$ cat config.mk
export PLATFORM = sky130hd
export DESIGN_NAME = clock_input_ctrl
export DESIGN_NICKNAME = d
export VERILOG_FILES = /design/src/hw/clk_cfg_pkg.sv /design/src/hw/ref_input_path.sv /design/src/hw/sync_clk_gen.sv /design/src/hw/clock_input_ctrl.sv
export VERILOG_INCLUDE_DIRS = /design/src /design/src/hw
export SDC_FILE = /design/constraint.sdc
export NUM_CORES = 1
export LEC_CHECK = 0
export BUFFER_PORTS_ARGS = -buffer_cell sky130_fd_sc_hd__buf_2
export CAP_MARGIN = 20
export CORE_MARGIN = 1
export CORE_UTILIZATION = 45
export CTS_CLUSTER_SIZE = 24
export DETAILED_ROUTE_END_ITERATION = 8
export GPL_TIMING_DRIVEN = 0
export PLACE_DENSITY = 0.8
export SYNTH_ARGS = -nofsm -noshare
export SYNTH_HDL_FRONTEND = slang
export SYNTH_SLANG_ARGS = --single-unit
$ cat constraint.sdc
create_clock -name clk_i -period 3.2 [get_ports clk_i]
set_input_delay 0 -clock clk_i [delete_from_list [all_inputs] [get_ports clk_i]]
set_output_delay 0 -clock clk_i [all_outputs]
set_load 0.1 [all_outputs]
$ cat src/hw/clk_cfg_defines.svh
/*
  Register map, field positions, reset values and timing counts for the
  sync clock, ramp overflow gating and reference clock input configuration.
  Assumes a 100 MHz register clock and word-aligned APB access.
*/
`ifndef CLK_CFG_DEFINES_SVH
`define CLK_CFG_DEFINES_SVH

// ==========================================================================
// Register indices and byte addresses
// ==========================================================================
`define CW1_IDX          8'h00
`define CW2_IDX          8'h01
`define CIC_IDX          8'h02
`define STAT_IDX         8'h04
`define CW1_ADDR         8'h00
`define CW2_ADDR         8'h04
`define CIC_ADDR         8'h08
`define STAT_ADDR        8'h10

// ==========================================================================
// Field positions
// ==========================================================================
`define CW1_VCO_CAL_BIT  24
`define CW2_OVF_EN_BIT   13
`define CW2_SYNC_EN_BIT  11
`define CW2_SYNC_INV_BIT 10
`define CIC_DIV_RST_BIT  22
`define CIC_DIV_HI       21
`define CIC_DIV_LO       20
`define CIC_DBL_EN_BIT   19
`define CIC_PLL_EN_BIT   18
`define CIC_DIV_EN_BIT   17
`define CIC_DBL_EDGE_BIT 16
`define CIC_N_HI         15
`define CIC_N_LO         8

// ==========================================================================
// Writable masks and reset values
// ==========================================================================
`define CW1_MASK         32'h0100_0000
`define CW2_MASK         32'h0000_2C00
`define CIC_MASK         32'h007F_FF00
`define CW2_RESET        32'h0000_0800
`define CIC_RESET        32'h0000_1900
`define N_MIN            8'h0A

// ==========================================================================
// Timing
// ==========================================================================
`define CLK_MHZ          100
`define CAL_TIME_NS      1000
`define CAL_CYCLES       ((`CAL_TIME_NS * `CLK_MHZ + 999) / 1000)
`define SYNC_HALF_CYCLES 4'h2

`endif

$ cat src/hw/clk_cfg_pkg.sv
/*
  Types shared by the clock input configuration block.
  Assumes the defines header is compiled alongside.
*/
package clk_cfg_pkg;
  // ==========================================================================
  // Calibration sequencer states
  // ==========================================================================
  typedef enum logic [0:0] {
    CAL_IDLE = 1'b0,
    CAL_RUN  = 1'b1
  } cal_state_type;
endpackage : clk_cfg_pkg

$ cat src/hw/ref_input_path.sv
/*
  Reference clock input path: pin synchroniser, optional edge doubling and
  a power-of-two divider that emits one tick per divided reference period.
  Assumes the reference is well below half the register clock rate.
*/
module ref_input_path (
  input  wire logic       clk_i,
  input  wire logic       rst_n_i,
  input  wire logic       ref_clk_i,
  input  wire logic       dbl_use_i,
  input  wire logic [1:0] div_code_i,
  input  wire logic       div_rst_i,
  output logic            tick_o
);
  logic       sync1_reg;
  logic       sync2_reg;
  logic       last_reg;
  logic [2:0] cnt_reg;
  logic [2:0] limit;
  logic       ref_evt;

  // ==========================================================================
  // Pin synchroniser and edge history
  // ==========================================================================
  always_ff @(posedge clk_i or negedge rst_n_i) begin
    if (!rst_n_i) begin
      sync1_reg <= 1'b0;
      sync2_reg <= 1'b0;
      last_reg  <= 1'b0;
    end else begin
      sync1_reg <= ref_clk_i;
      sync2_reg <= sync1_reg;
      last_reg  <= sync2_reg;
    end
  end

  // Both edges count only with doubling in use
  assign ref_evt = (sync2_reg & ~last_reg) | (dbl_use_i & ~sync2_reg & last_reg);
  assign limit   = 3'((4'h1 << div_code_i) - 4'h1);

  // Divider, held cleared while its reset bit stands
  always_ff @(posedge clk_i or negedge rst_n_i) begin
    if (!rst_n_i) begin
      cnt_reg <= 3'h0;
      tick_o  <= 1'b0;
    end else if (div_rst_i) begin
      cnt_reg <= 3'h0;
      tick_o  <= 1'b0;
    end else begin
      tick_o  <= ref_evt && (cnt_reg >= limit);
      if (ref_evt) begin
        cnt_reg <= (cnt_reg >= limit) ? 3'h0 : cnt_reg + 3'h1;
      end
    end
  end
endmodule : ref_input_path

$ cat src/hw/sync_clk_gen.sv
/*
  Internal sync clock: a free running square wave marking Q (high) and
  I (low) halves of the data assembler cycle.
  Assumes one register clock domain; never gated by the pin enable.
*/
`include "clk_cfg_defines.svh"

module sync_clk_gen (
  input  wire logic clk_i,
  input  wire logic rst_n_i,
  output logic      q_phase_o
);
  logic [3:0] cnt_reg;

  // Runs regardless of the pin enable so the assembler keeps its timing
  always_ff @(posedge clk_i or negedge rst_n_i) begin
    if (!rst_n_i) begin
      cnt_reg   <= 4'h0;
      q_phase_o <= 1'b0;
    end else if (cnt_reg == `SYNC_HALF_CYCLES - 4'h1) begin
      cnt_reg   <= 4'h0;
      q_phase_o <= ~q_phase_o;
    end else begin
      cnt_reg   <= cnt_reg + 4'h1;
    end
  end
endmodule : sync_clk_gen

$ cat src/hw/clock_input_ctrl.sv
/*
  Clock routing configuration: APB register file holding the second and
  third control words, VCO calibration start, ramp overflow pin gating,
  sync clock pin, reference input path and PLL enable.
  Assumes an APB master on clk_i and the reference clock on a pin.
*/
`include "clk_cfg_defines.svh"

module clock_input_ctrl
  import clk_cfg_pkg::*;
(
  input  wire logic        clk_i,
  input  wire logic        rst_n_i,
  input  wire logic [7:0]  paddr_i,
  input  wire logic        psel_i,
  input  wire logic        penable_i,
  input  wire logic        pwrite_i,
  input  wire logic [31:0] pwdata_i,
  output logic [31:0]      prdata_o,
  output logic             pready_o,
  output logic             pslverr_o,
  input  wire logic        ref_clk_i,
  input  wire logic        ramp_over_i,
  output logic             ramp_overflow_pin_o,
  output logic             ramp_overflow_oe_n_o,
  output logic             sync_clk_pin_o,
  output logic             sync_q_phase_o,
  output logic             pll_ref_tick_o,
  output logic             pll_enable_o,
  output logic [8:0]       pll_mult_o,
  output logic             vco_cal_busy_o
);

  // ==========================================================================
  // Storage
  // ==========================================================================
  logic [31:0]   cw2_reg;
  logic [31:0]   cw2_next;
  logic [31:0]   cic_reg;
  logic [31:0]   cic_next;
  logic          calibrated_reg;
  logic          calibrated_next;
  cal_state_type cal_state_reg;
  cal_state_type cal_state_next;
  logic [7:0]    cal_cnt_reg;
  logic [7:0]    cal_cnt_next;
  logic [8:0]    mult_reg;

  // ==========================================================================
  // APB decode
  // ==========================================================================
  wire        setup_phase = psel_i & ~penable_i;
  wire        wr_access   = psel_i & penable_i & pready_o & pwrite_i;
  wire        hit_cw1     = (paddr_i == `CW1_ADDR);
  wire        hit_cw2     = (paddr_i == `CW2_ADDR);
  wire        hit_cic     = (paddr_i == `CIC_ADDR);
  wire        hit_stat    = (paddr_i == `STAT_ADDR);
  wire        hit_any     = hit_cw1 | hit_cw2 | hit_cic | hit_stat;
  wire        wr_cw1      = wr_access & hit_cw1;
  wire        wr_cw2      = wr_access & hit_cw2;
  wire        wr_cic      = wr_access & hit_cic;
  wire [7:0]  wr_n        = pwdata_i[`CIC_N_HI:`CIC_N_LO];
  wire        n_ok        = (wr_n >= `N_MIN);
  wire        cal_start   = wr_cw1 & pwdata_i[`CW1_VCO_CAL_BIT];
  wire [31:0] cw1_view    = {7'h00, (cal_state_reg == CAL_RUN), 24'h00_0000};
  wire [31:0] stat_view   = {29'h0000_0000, pll_enable_o, calibrated_reg, vco_cal_busy_o};

  // Read mux; open bits were never stored so they read zero
  wire [31:0] rd_mux = hit_cw1  ? cw1_view :
                       hit_cw2  ? cw2_reg  :
                       hit_cic  ? cic_reg  :
                       hit_stat ? stat_view : 32'h0000_0000;

  // Writes keep only documented fields; N below range keeps the old value
  assign cw2_next = wr_cw2 ? (pwdata_i & `CW2_MASK) : cw2_reg;
  assign cic_next = !wr_cic ? cic_reg :
                    {cic_reg[31:23] & 9'h000, pwdata_i[22:16],
                     n_ok ? wr_n : cic_reg[`CIC_N_HI:`CIC_N_LO], 8'h00};

  // ==========================================================================
  // APB answer: one wait-free access phase, registered outputs
  // ==========================================================================
  always_ff @(posedge clk_i or negedge rst_n_i) begin
    if (!rst_n_i) begin
      pready_o  <= 1'b0;
      pslverr_o <= 1'b0;
      prdata_o  <= 32'h0000_0000;
    end else begin
      pready_o  <= setup_phase;
      pslverr_o <= setup_phase & ~hit_any;
      prdata_o  <= (setup_phase & ~pwrite_i) ? rd_mux : 32'h0000_0000;
    end
  end

  // Control words
  always_ff @(posedge clk_i or negedge rst_n_i) begin
    if (!rst_n_i) begin
      cw2_reg <= `CW2_RESET;
      cic_reg <= `CIC_RESET;
    end else begin
      cw2_reg <= cw2_next;
      cic_reg <= cic_next;
    end
  end

  // ==========================================================================
  // Field views
  // ==========================================================================
  wire       ovf_en    = cw2_reg[`CW2_OVF_EN_BIT];
  wire       sync_en   = cw2_reg[`CW2_SYNC_EN_BIT];
  wire       sync_inv  = cw2_reg[`CW2_SYNC_INV_BIT];
  wire       div_rst   = cic_reg[`CIC_DIV_RST_BIT];
  wire [1:0] div_code  = cic_reg[`CIC_DIV_HI:`CIC_DIV_LO];
  wire       div_en    = cic_reg[`CIC_DIV_EN_BIT];
  wire       pll_en    = cic_reg[`CIC_PLL_EN_BIT];
  // Divider setting reaches the PLL only with its enable set
  wire [1:0] eff_code  = div_en ? div_code : 2'b00;
  // Doubling needs both the feature and the circuit enabled
  wire       dbl_use   = cic_reg[`CIC_DBL_EN_BIT] & cic_reg[`CIC_DBL_EDGE_BIT];

  // ==========================================================================
  // Pins: overflow gating and sync clock
  // ==========================================================================
  // Overflow pin is released rather than driven low when disabled
  always_ff @(posedge clk_i or negedge rst_n_i) begin
    if (!rst_n_i) begin
      ramp_overflow_pin_o  <= 1'b0;
      ramp_overflow_oe_n_o <= 1'b1;
      sync_clk_pin_o       <= 1'b0;
    end else begin
      ramp_overflow_pin_o  <= ovf_en & ramp_over_i;
      ramp_overflow_oe_n_o <= ~ovf_en;
      // Static low when disabled; Q half high unless inverted
      sync_clk_pin_o       <= sync_en & (sync_q_phase_o ^ sync_inv);
    end
  end

  sync_clk_gen u_sync (
    .clk_i     (clk_i),
    .rst_n_i   (rst_n_i),
    .q_phase_o (sync_q_phase_o)
  );

  ref_input_path u_ref (
    .clk_i      (clk_i),
    .rst_n_i    (rst_n_i),
    .ref_clk_i  (ref_clk_i),
    .dbl_use_i  (dbl_use),
    .div_code_i (eff_code),
    .div_rst_i  (div_rst),
    .tick_o     (pll_ref_tick_o)
  );

  // ==========================================================================
  // PLL enable, multiplier and VCO calibration
  // ==========================================================================
  // Calibration only counts while the PLL runs; disabling aborts it
  always_comb begin
    cal_state_next  = cal_state_reg;
    cal_cnt_next    = cal_cnt_reg;
    calibrated_next = calibrated_reg & pll_en;
    case (cal_state_reg)
      CAL_IDLE: begin
        if (cal_start && pll_en) begin
          cal_state_next  = CAL_RUN;
          cal_cnt_next    = 8'(`CAL_CYCLES - 1);
          calibrated_next = 1'b0;
        end
      end
      CAL_RUN: begin
        if (!pll_en) begin
          cal_state_next = CAL_IDLE;
        end else if (cal_cnt_reg == 8'h00) begin
          cal_state_next  = CAL_IDLE;
          calibrated_next = 1'b1;
        end else begin
          cal_cnt_next = cal_cnt_reg - 8'h01;
        end
      end
      default: begin
        cal_state_next = CAL_IDLE;
      end
    endcase
  end

  always_ff @(posedge clk_i or negedge rst_n_i) begin
    if (!rst_n_i) begin
      cal_state_reg  <= CAL_IDLE;
      cal_cnt_reg    <= 8'h00;
      calibrated_reg <= 1'b0;
      vco_cal_busy_o <= 1'b0;
      pll_enable_o   <= 1'b0;
      mult_reg       <= 9'h032;
    end else begin
      cal_state_reg  <= cal_state_next;
      cal_cnt_reg    <= cal_cnt_next;
      calibrated_reg <= calibrated_next;
      vco_cal_busy_o <= (cal_state_next == CAL_RUN);
      pll_enable_o   <= pll_en;
      mult_reg       <= {cic_reg[`CIC_N_HI:`CIC_N_LO], 1'b0};
    end
  end

  assign pll_mult_o = mult_reg;
endmodule : clock_input_ctrl

* Yosys cells after proc, flatten, opt, wreduce, memory -nomap -nowiden
Cells that the tools add are included.
** Word-level totals
- Memories kept :: 0
- Memory bits (writable) :: 0
- Output and inout port bits :: 50
- Bits in read-only memories :: 0
- Input port bits :: 47
- Logic and storage cells :: 95
- Bits in latches :: 0
- Register bits after elaboration :: 79
** Operators by class
- Reduce and logical (&&, ||, !) cells :: 7
- $mul :: 0
- Add/subtract/negate cells :: 4
- Multiplexer cells :: 23
- Magnitude comparators :: 2
- Equality and inequality tests :: 7
- Divide/modulo/power cells :: 0
- Bitwise operators :: 30
- Shift operators :: 1
** Operator list (number)
- $mux 25 :: 2
- $mux 23 :: 2
- $mux 8 :: 3
- $and 1x1->1 :: 17
- $logic_not 8->1 :: 2
- $pmux 8 s2 :: 1
- $mux 3 :: 4
- $eq 8x3->1 const B :: 1
- $eq 8x4->1 const B :: 1
- $eq 8x5->1 const B :: 1
- $ge 8x4->1 const B :: 1
- $not 1->1 :: 8
- $sub 8x1->8 const B :: 1
- $mux 1 :: 7
- $ne 2x2->1 const B :: 3
- $add 4x1->4 const B :: 1
- $eq 4x1->1 const B :: 1
- $mux 4 :: 1
- $or 1x1->1 :: 4
- $pmux 1 s2 :: 2
- $add 3x1->3 const B :: 1
- $ge 3x3->1 :: 1
- $reduce_and 3->1 :: 1
- $shl 1x2->3 const A :: 1
- other kinds (6) :: 7

* Depth between registers and ports, before layout
Gate-level depths: netlist (run 1).
- Depth in word-level cells :: 8
- Mapped depth :: 7
- Mapped depth without buffers :: 7

* By module
Synthesis (run 1) repeated with hierarchy kept, for this count alone.
** Second synthesis, totals
- Cell total of the unflattened synthesis :: 255
- Area total of the unflattened synthesis :: 3184.3 um2
** By module, submodules not included
- clock_input_ctrl :: cells an instance 204, sequential area each 1536.5 um2, instances 1, area an instance 2601.2 um2
- ref_input_path :: cells an instance 36, sequential area each 175.2 um2, instances 1, area an instance 384.1 um2
- sync_clk_gen :: cells an instance 15, sequential area each 125.1 um2, instances 1, area an instance 198.9 um2

* Worst setup path after synthesis (run 1)
Ideal clock, no wire load.
- Path kind :: register -> register
- Start point :: reg pready_o
- End point :: reg cic_reg[10]
- Stages on the path, launching flop included :: 6
- Buffers on the path :: 1
- Clock period less this slack :: 2199 ps
- Setup time :: 125 ps
- Arrival :: 2074 ps
- Data required time :: 3075 ps
- Path slack :: 1001 ps
- Cell sequence :: dfrtp_1 and4_1 nand4b_4 a21o_1 buf_6 mux2_4
** On the way
- Word-level cells in the longest chain between the ends :: 4
** Ends and longest elaborated chain
- from (decl) :: line clock_input_ctrl.sv:20 : output logic pready_o,
- from (signal assigned) :: line clock_input_ctrl.sv:89 : pready_o <= setup_phase;
- $and 1x1->1 (2 in series) :: line clock_input_ctrl.sv:53 : wire wr_access = psel_i & penable_i & pready_o & pwrite_i;
- $and 1x1->1 :: line clock_input_ctrl.sv:61 : wire wr_cic = wr_access & hit_cic;
- $reduce_and 2->1 (no source line)
- to (signal assigned) :: line clock_input_ctrl.sv:99 : cic_reg <= `CIC_RESET;
- to (signal assigned) :: line clock_input_ctrl.sv:102 : cic_reg <= cic_next;
- to (decl) :: line clock_input_ctrl.sv:39 : logic [31:0] cic_reg;
No other way between the ends.
A chain may end at the register's enable or synchronous reset.

* Final worst setup path (run 1)
- Start point :: reg cic_reg[21]
- End point :: reg u_ref.cnt_reg[0]
** On the way
- Word-level cells in the longest chain between the ends :: 7
** Ends and longest elaborated chain
- $mux 2 :: line clock_input_ctrl.sv:117 : wire [1:0] eff_code = div_en ? div_code : 2'b00;
- $shl 1x2->3 :: line ref_input_path.sv:39 : assign limit = 3'((4'h1 << div_code_i) - 4'h1);
- $sub 3x1->3 :: line ref_input_path.sv:39
- $ge 3x3->1 :: line ref_input_path.sv:52 : cnt_reg <= (cnt_reg >= limit) ? 3'h0 : cnt_reg + 3'h1;
- $mux 3 :: line ref_input_path.sv:52
- $mux 3 :: line ref_input_path.sv:51 : if (ref_evt) begin
- $mux 3 :: line ref_input_path.sv:46 : end else if (div_rst_i) begin
- to (signal assigned) :: line ref_input_path.sv:52
- to (decl) :: line ref_input_path.sv:18 : logic [2:0] cnt_reg;
No other way between the ends. The select of a mux whose other input is x is not followed.

==> results.toml, run 1 <==
[placement]
portBuffers = 66
preCtsSetupSlack_ns = 1.12
gp_congestion = 0.779
hpwl_mm = 4.14

[final_layout]
layout-drive-gt1-share_pct = 37.3
multi_input_area_um2 = 1170
largest_reg_flops = 19
regArea_um2 = 1840
layout_common_cells = "66 x buf_2, 65 x dfrtp_1, 22 x dlygate4sd3_1, 17 x and2_1, 15 x buf_4"
fillers = 502
antenna_cells = 0
area_growth_pct = 30.2
final_common_cell = "buf_2"
final_nets = 405

[drt]
drc = 0
wire_per_inst_um = 13.8
ant_nets = 0
vias = 2174
drt_iter0_markers = 83
via_per_inst = 5.01
drtPass1Iterations = 4
wl_mm = 6.00

[synthesis]
yosysSeqAreaShare_pct = 58.9
synth-seq-cells = 73
synth_top_flop_cell = "dfrtp_1"
async_flop_share_pct = 100
postSynthAreaPerCell_um2 = 13.0
yosysUniqueCellTypes = 60
synth_edf_count = 0
ys.warnings.count = 0
syn-cell-area_um2 = 3120
syn_inst = 240

[sta]
finalHoldViolCount = 0
fin_ws_ns = 1.12
tightest_slew_ns = 0.849
slew_headroom_pct = 43.4
fin_hold_ws_ns = 0.0181
setup_viol = 0
rsz0062_at_grt = "no"
clock_skew_ns = 0.00563
tns_ns = 0
max_freq_mhz = 481
slew_violations = 0
min_period_over_period_pct = 65.0
period_needed_ns = 2.08

[power]
ir_drop_mv = 0.280
leakagePower_nw = 2.17
total_power_mw = 1.98
power_density_nw_per_um2 = 489

[setup_path]
worst_path_largest_cell_delay_ns = 0.48
cp-end-kind = "flop"
cpMaxStageDelayCell = "or3b_2"
path_depth = 6
reg2regPathDepth = 6
critPathArrivalTime_ns = 2.34
cp_top_family = "compound AO/OA/AOI/OAI gates"
start_kind = "flop"
critPathKind = "flop to flop"
crit_path_cell_trace = "o21a_1, ha_1, nand2b_1, a31oi_1, or3b_2, a21oi_1"
cp.required_ns = 3.46
crit_fanout = 5
cp_num_buf_inv = 0

[clocking]
htreeDepth = 3
cts.clk_slew.worst_paths_ns = 0.08
cts_setup_buffers = 0
cts_num_sinks = 73
root_buffer = "clkbuf_8"
clockBufferDepth = 2
insertion_delay_ns = 0.34
cts_tree = "done"
cts_made_buffers = 9

[die]
rows = 29
core_area_um2 = 6530
ios = 97
fp.dieH_um = 85.3
start_util_pct = 47.8
die_w_um = 85.3
die_area_um2 = 7270

[grt]
grt.total_usage_pct = 17.9
grt_pass1_wl_mm = 10.0
grt_max_degree = 74
overflow = 0
antenna_found_initial = 0
grt_pass1_vias = 2083

[min_path]
hold_class = "primary input to flop"
whs_path_depth = 3

[flow_run]
cap_violations = 0

[status]
status = "complete, no violations"
[worst paths after layout]
| path | start | slack, ns | to |
|---|---|---|---|
| max | cic_reg[21] | 1.12 | u_ref.cnt_reg[0] |
| min | penable_i | 0.02 | pslverr_o |
| max reg2reg | cic_reg[21] | 1.12 | u_ref.cnt_reg[0] |
| min reg2reg | u_ref.sync1_reg | 0.35 | u_ref.sync2_reg |
| max in group asynchronous | rst_n_i | 2.34 | cic_reg[21] |
| min in group asynchronous | rst_n_i | 0.31 | prdata_o[9] |
[per-stage QoR]
step                      instance area (um2)  util, %  std cells
after floorplan                          3170        -        253
after global placement                   3590     55.0        396
after detailed placement                 3600     55.1        396
after CTS                                4060     62.2        434
after global routing                     4060     62.2        434
final                                    4060     62.2        434
[power breakdown]
part | internal [mW] | total, mW | switching, mW
logic | 0.0509 | 0.185 | 0.134
registers | 0.928 | 0.931 | 0.00275
clock network | 0.522 | 0.868 | 0.346
[routing by layer]
metal / up-vias / GRT usage (%) / part of all wire (%)
met3: 5 / 5.64 / 6.8
met2: 84 / 27.3 / 47
li1: 1050 / - / -
met1: 1035 / 24.7 / 45
met5: - / 0 / 0
met4: 0 / 5.45 / 0.78
[cell families after synthesis]
group                    Yosys count  share of synthesized area [%]
AND/OR/NAND/NOR                   81                           16.4
flip-flops                        73                           58.9
AO/OA/AOI/OAI                     28                           7.74
buffers and inverters             27                           5.21
multiplexers                      19                           7.78
adder cells (fa/ha/maj)            7                           2.73
XOR/XNOR                           4                           1.12
other                              1                          0.120
[synth_stat cells, types with 3 or more instances]
library cell   n  area share, %
nand2_1       11            1.3
and2_1        17            3.4
a22oi_1        3           0.72
inv_1          9            1.1
nor2_1        10            1.2
o21ai_0        3           0.48
nand4_1        4           0.80
nor4_1         5            1.0
and3_1         3           0.60
a21oi_1        3           0.48
mux2_2        10            3.6
a21o_1         3           0.72
dfstp_2        8            6.7
nand2b_1       5            1.0
mux2_4         8            3.9
ha_1           6            2.4
nor3_1         5           0.80
dfrtp_1       65             52
buf_4         14            3.4
[repair_timing]
action | in CTS | in global routing
gates resized for setup | 0 | 0
setup endpoints to repair | 0 | 0
endpoints found under the hold margin | 88 | 0
hold buffers | 22 | 0
[worst min-delay path, delay by kind of cell]
kind,cells,cell delay [ns]
buf+inv,1,0.10
simple gates,2,0.21
[cell type report]
type	instances	share of cell area, %
Tap cell	77	2.37
Timing Repair Buffer	88	13.6
Multi-Input combinational cell	153	28.8
Inverter	10	0.925
Clock buffer	10	3.14
Buffer	17	3.08
Clock inverter	6	2.84
Sequential cell	73	45.2
No activity file was read; power rests on OpenSTA's default activity.
==> run 2, diff against run 1 <==
==> constraint.sdc (replaced) <==
create_clock -name clk_i -period 2.11 [get_ports clk_i]
set_input_delay 0 -clock clk_i [delete_from_list [all_inputs] [get_ports clk_i]]
set_output_delay 0 -clock clk_i [all_outputs]
set_load 0.1 [all_outputs]
==> results.toml, run 2 (synthesis gave the netlist of run 1 again) <==
[status]
status = "complete, no violations"

[power]
pwr-share-seq_pct = 51.2
power_density_nw_per_um2 = 685
leakagePower_nw = 2.15
swShare_pct = 25.3
power_switching_mw = 0.698
p_comb_share_pct = 10.3
p_int_mw = 2.06
clockPowerShare_pct = 38.6
ir_drop_mv = 0.267

[final_layout]
layout-drive-gt1-share_pct = 37.2
largest_reg_flops = 19
layout_common_cells = "66 x buf_2, 64 x dfrtp_1, 23 x dlygate4sd3_1, 17 x and2_1, 15 x buf_4"
final_common_cell = "buf_2"
final_nets = 406
antenna_cells = 0
area_growth_pct = 29.3

[drt]
wl_mm = 6.17
dr_wl_met3_um = 402
drtPass1Iterations = 4
routed.top_layer = "met4"
wire_per_inst_um = 14.2
drt_iter0_markers = 71
vias = 2204
ant_nets = 0
met1_length_mm = 2.81
drc = 0
routed-wl-met2_mm = 2.88
via_per_inst = 5.07

[clocking]
cts_num_sinks = 73
cts_made_buffers = 9
insertion_delay_ns = 0.35
cts_setup_buffers = 0
root_buffer = "clkbuf_8"
cts_tree = "done"
cts.clk_slew.worst_paths_ns = 0.07
htreeDepth = 3
clockBufferDepth = 2

[grt]
overflow = 0
grt_pass1_vias = 2180
grt.total_usage_pct = 18.1
grt_max_degree = 74
antenna_found_initial = 0
grt_pass1_wl_mm = 10.2

[sta]
rsz0062_at_grt = "no"
slew_violations = 0
min_period_over_period_pct = 93.8
max_freq_mhz = 505
slew_headroom_pct = 41.5
tightest_slew_ns = 0.877
clock_skew_ns = 0.00772
setup_viol = 0
finalHoldViolCount = 0
period_needed_ns = 1.98
fin_hold_ws_ns = 0.0175
tns_ns = 0

[flow_run]
cap_violations = 0

[setup_path]
critPathArrivalTime_ns = 2.21
crit_path_cell_trace = "or4_4, o41a_1, nand2_2, inv_2, o221a_1"
start_kind = "flop"
cp-end-kind = "flop"
critPathKind = "flop to flop"
cpMaxStageDelayCell = "or4_4"
crit_fanout = 6
cp.required_ns = 2.34
worst_path_largest_cell_delay_ns = 0.58

[die]
core_area_um2 = 6530
ios = 97
start_util_pct = 47.8
die_w_um = 85.3
rows = 29
fp.dieH_um = 85.3
die_area_um2 = 7270

[placement]
portBuffers = 66
gp_congestion = 0.801
hpwl_mm = 4.20

[min_path]
hold_class = "primary input to flop"
run 2: cell types whose count changed in the layout (fill, tap and decap cells not counted):
| cell | previous run | this run |
|---|---|---|
| a31oi_4 | 0 | 1 |
| a31oi_1 | 2 | 1 |
| bufinv_16 | 3 | 1 |
| clkinv_2 | 0 | 2 |
| clkbuf_1 | 2 | 4 |
| clkinvlp_4 | 1 | 0 |
| inv_6 | 1 | 0 |
| clkinv_4 | 1 | 0 |
| clkbuf_8 | 9 | 10 |
| dlygate4sd3_1 | 22 | 23 |
| dfrtp_2 | 0 | 1 |
| dfrtp_1 | 65 | 64 |
run 2: cell type report:
class                           count  area (um2)
Clock inverter                      3        40.0
Clock buffer                       13         149
Timing Repair Buffer               89         563
Buffer                             17         125
Multi-Input combinational cell    153        1180
Fill cell                         490        2500
Inverter                           10        37.5
Sequential cell                    73        1840
Tap cell                           77        96.3
run 2: repair_timing:
item                                    in CTS  in global routing
resized for setup                            0                  2
endpoints found under the hold margin       88                  0
endpoints found under the setup margin       0                  2
hold buffers                                23                  0
run 2: power by group through the flow:
stage	logic (mW)	clock network (mW)	registers (mW)
3_3_place_gp	0.249	0	1.44
5_1_grt	0.300	1.13	1.41
6_report	0.283	1.07	1.41
2_1_floorplan	0.149	0	1.47
3_5_place_dp	0.251	0	1.44
4_1_cts	0.283	1.07	1.41
run 2: final timing paths:
check / start / cells past startpoint / end / slack (ns)
setup / recovery: cal_cnt_reg[5] / 5 / cal_cnt_reg[5] / 0.13
hold / removal: paddr_i[6] / 3 / pslverr_o / 0.02
setup reg to reg: cal_cnt_reg[5] / 5 / cal_cnt_reg[5] / 0.13
hold reg to reg: u_ref.sync1_reg / 0 / u_ref.sync2_reg / 0.37
max in group asynchronous: rst_n_i / 2 / pready_o / 1.18
min in group asynchronous: rst_n_i / 2 / pll_mult_o[2] / 0.33
run 2: per-layer routing:
layer	global-route usage (%)	vias to the layer above
li1	-	1057
met1	22.8	1063
met2	29.3	75
met3	5.93	9
met4	6.52	0
met5	0	-
run 2: metrics by stage:
stage,std cells,setup WS (ns),util [%],instance area [um2],total power [mW]
CTS,435,0.0342,61.5,4020,2.77
floorplan,253,0.0353,-,3170,1.62
global placement,396,0.126,55.1,3600,1.69
global route,435,0.0190,61.7,4030,2.85
detailed placement,396,0.0550,55.1,3600,1.69
finish,435,0.130,61.7,4030,2.76
run 2: worst max-delay path, delay by kind of cell, from the launching register on:
kind	cells	cell delay (ns)
flops	1	0.41
buf+inv	1	0.07
compound gates	2	0.65
simple gates	2	0.74
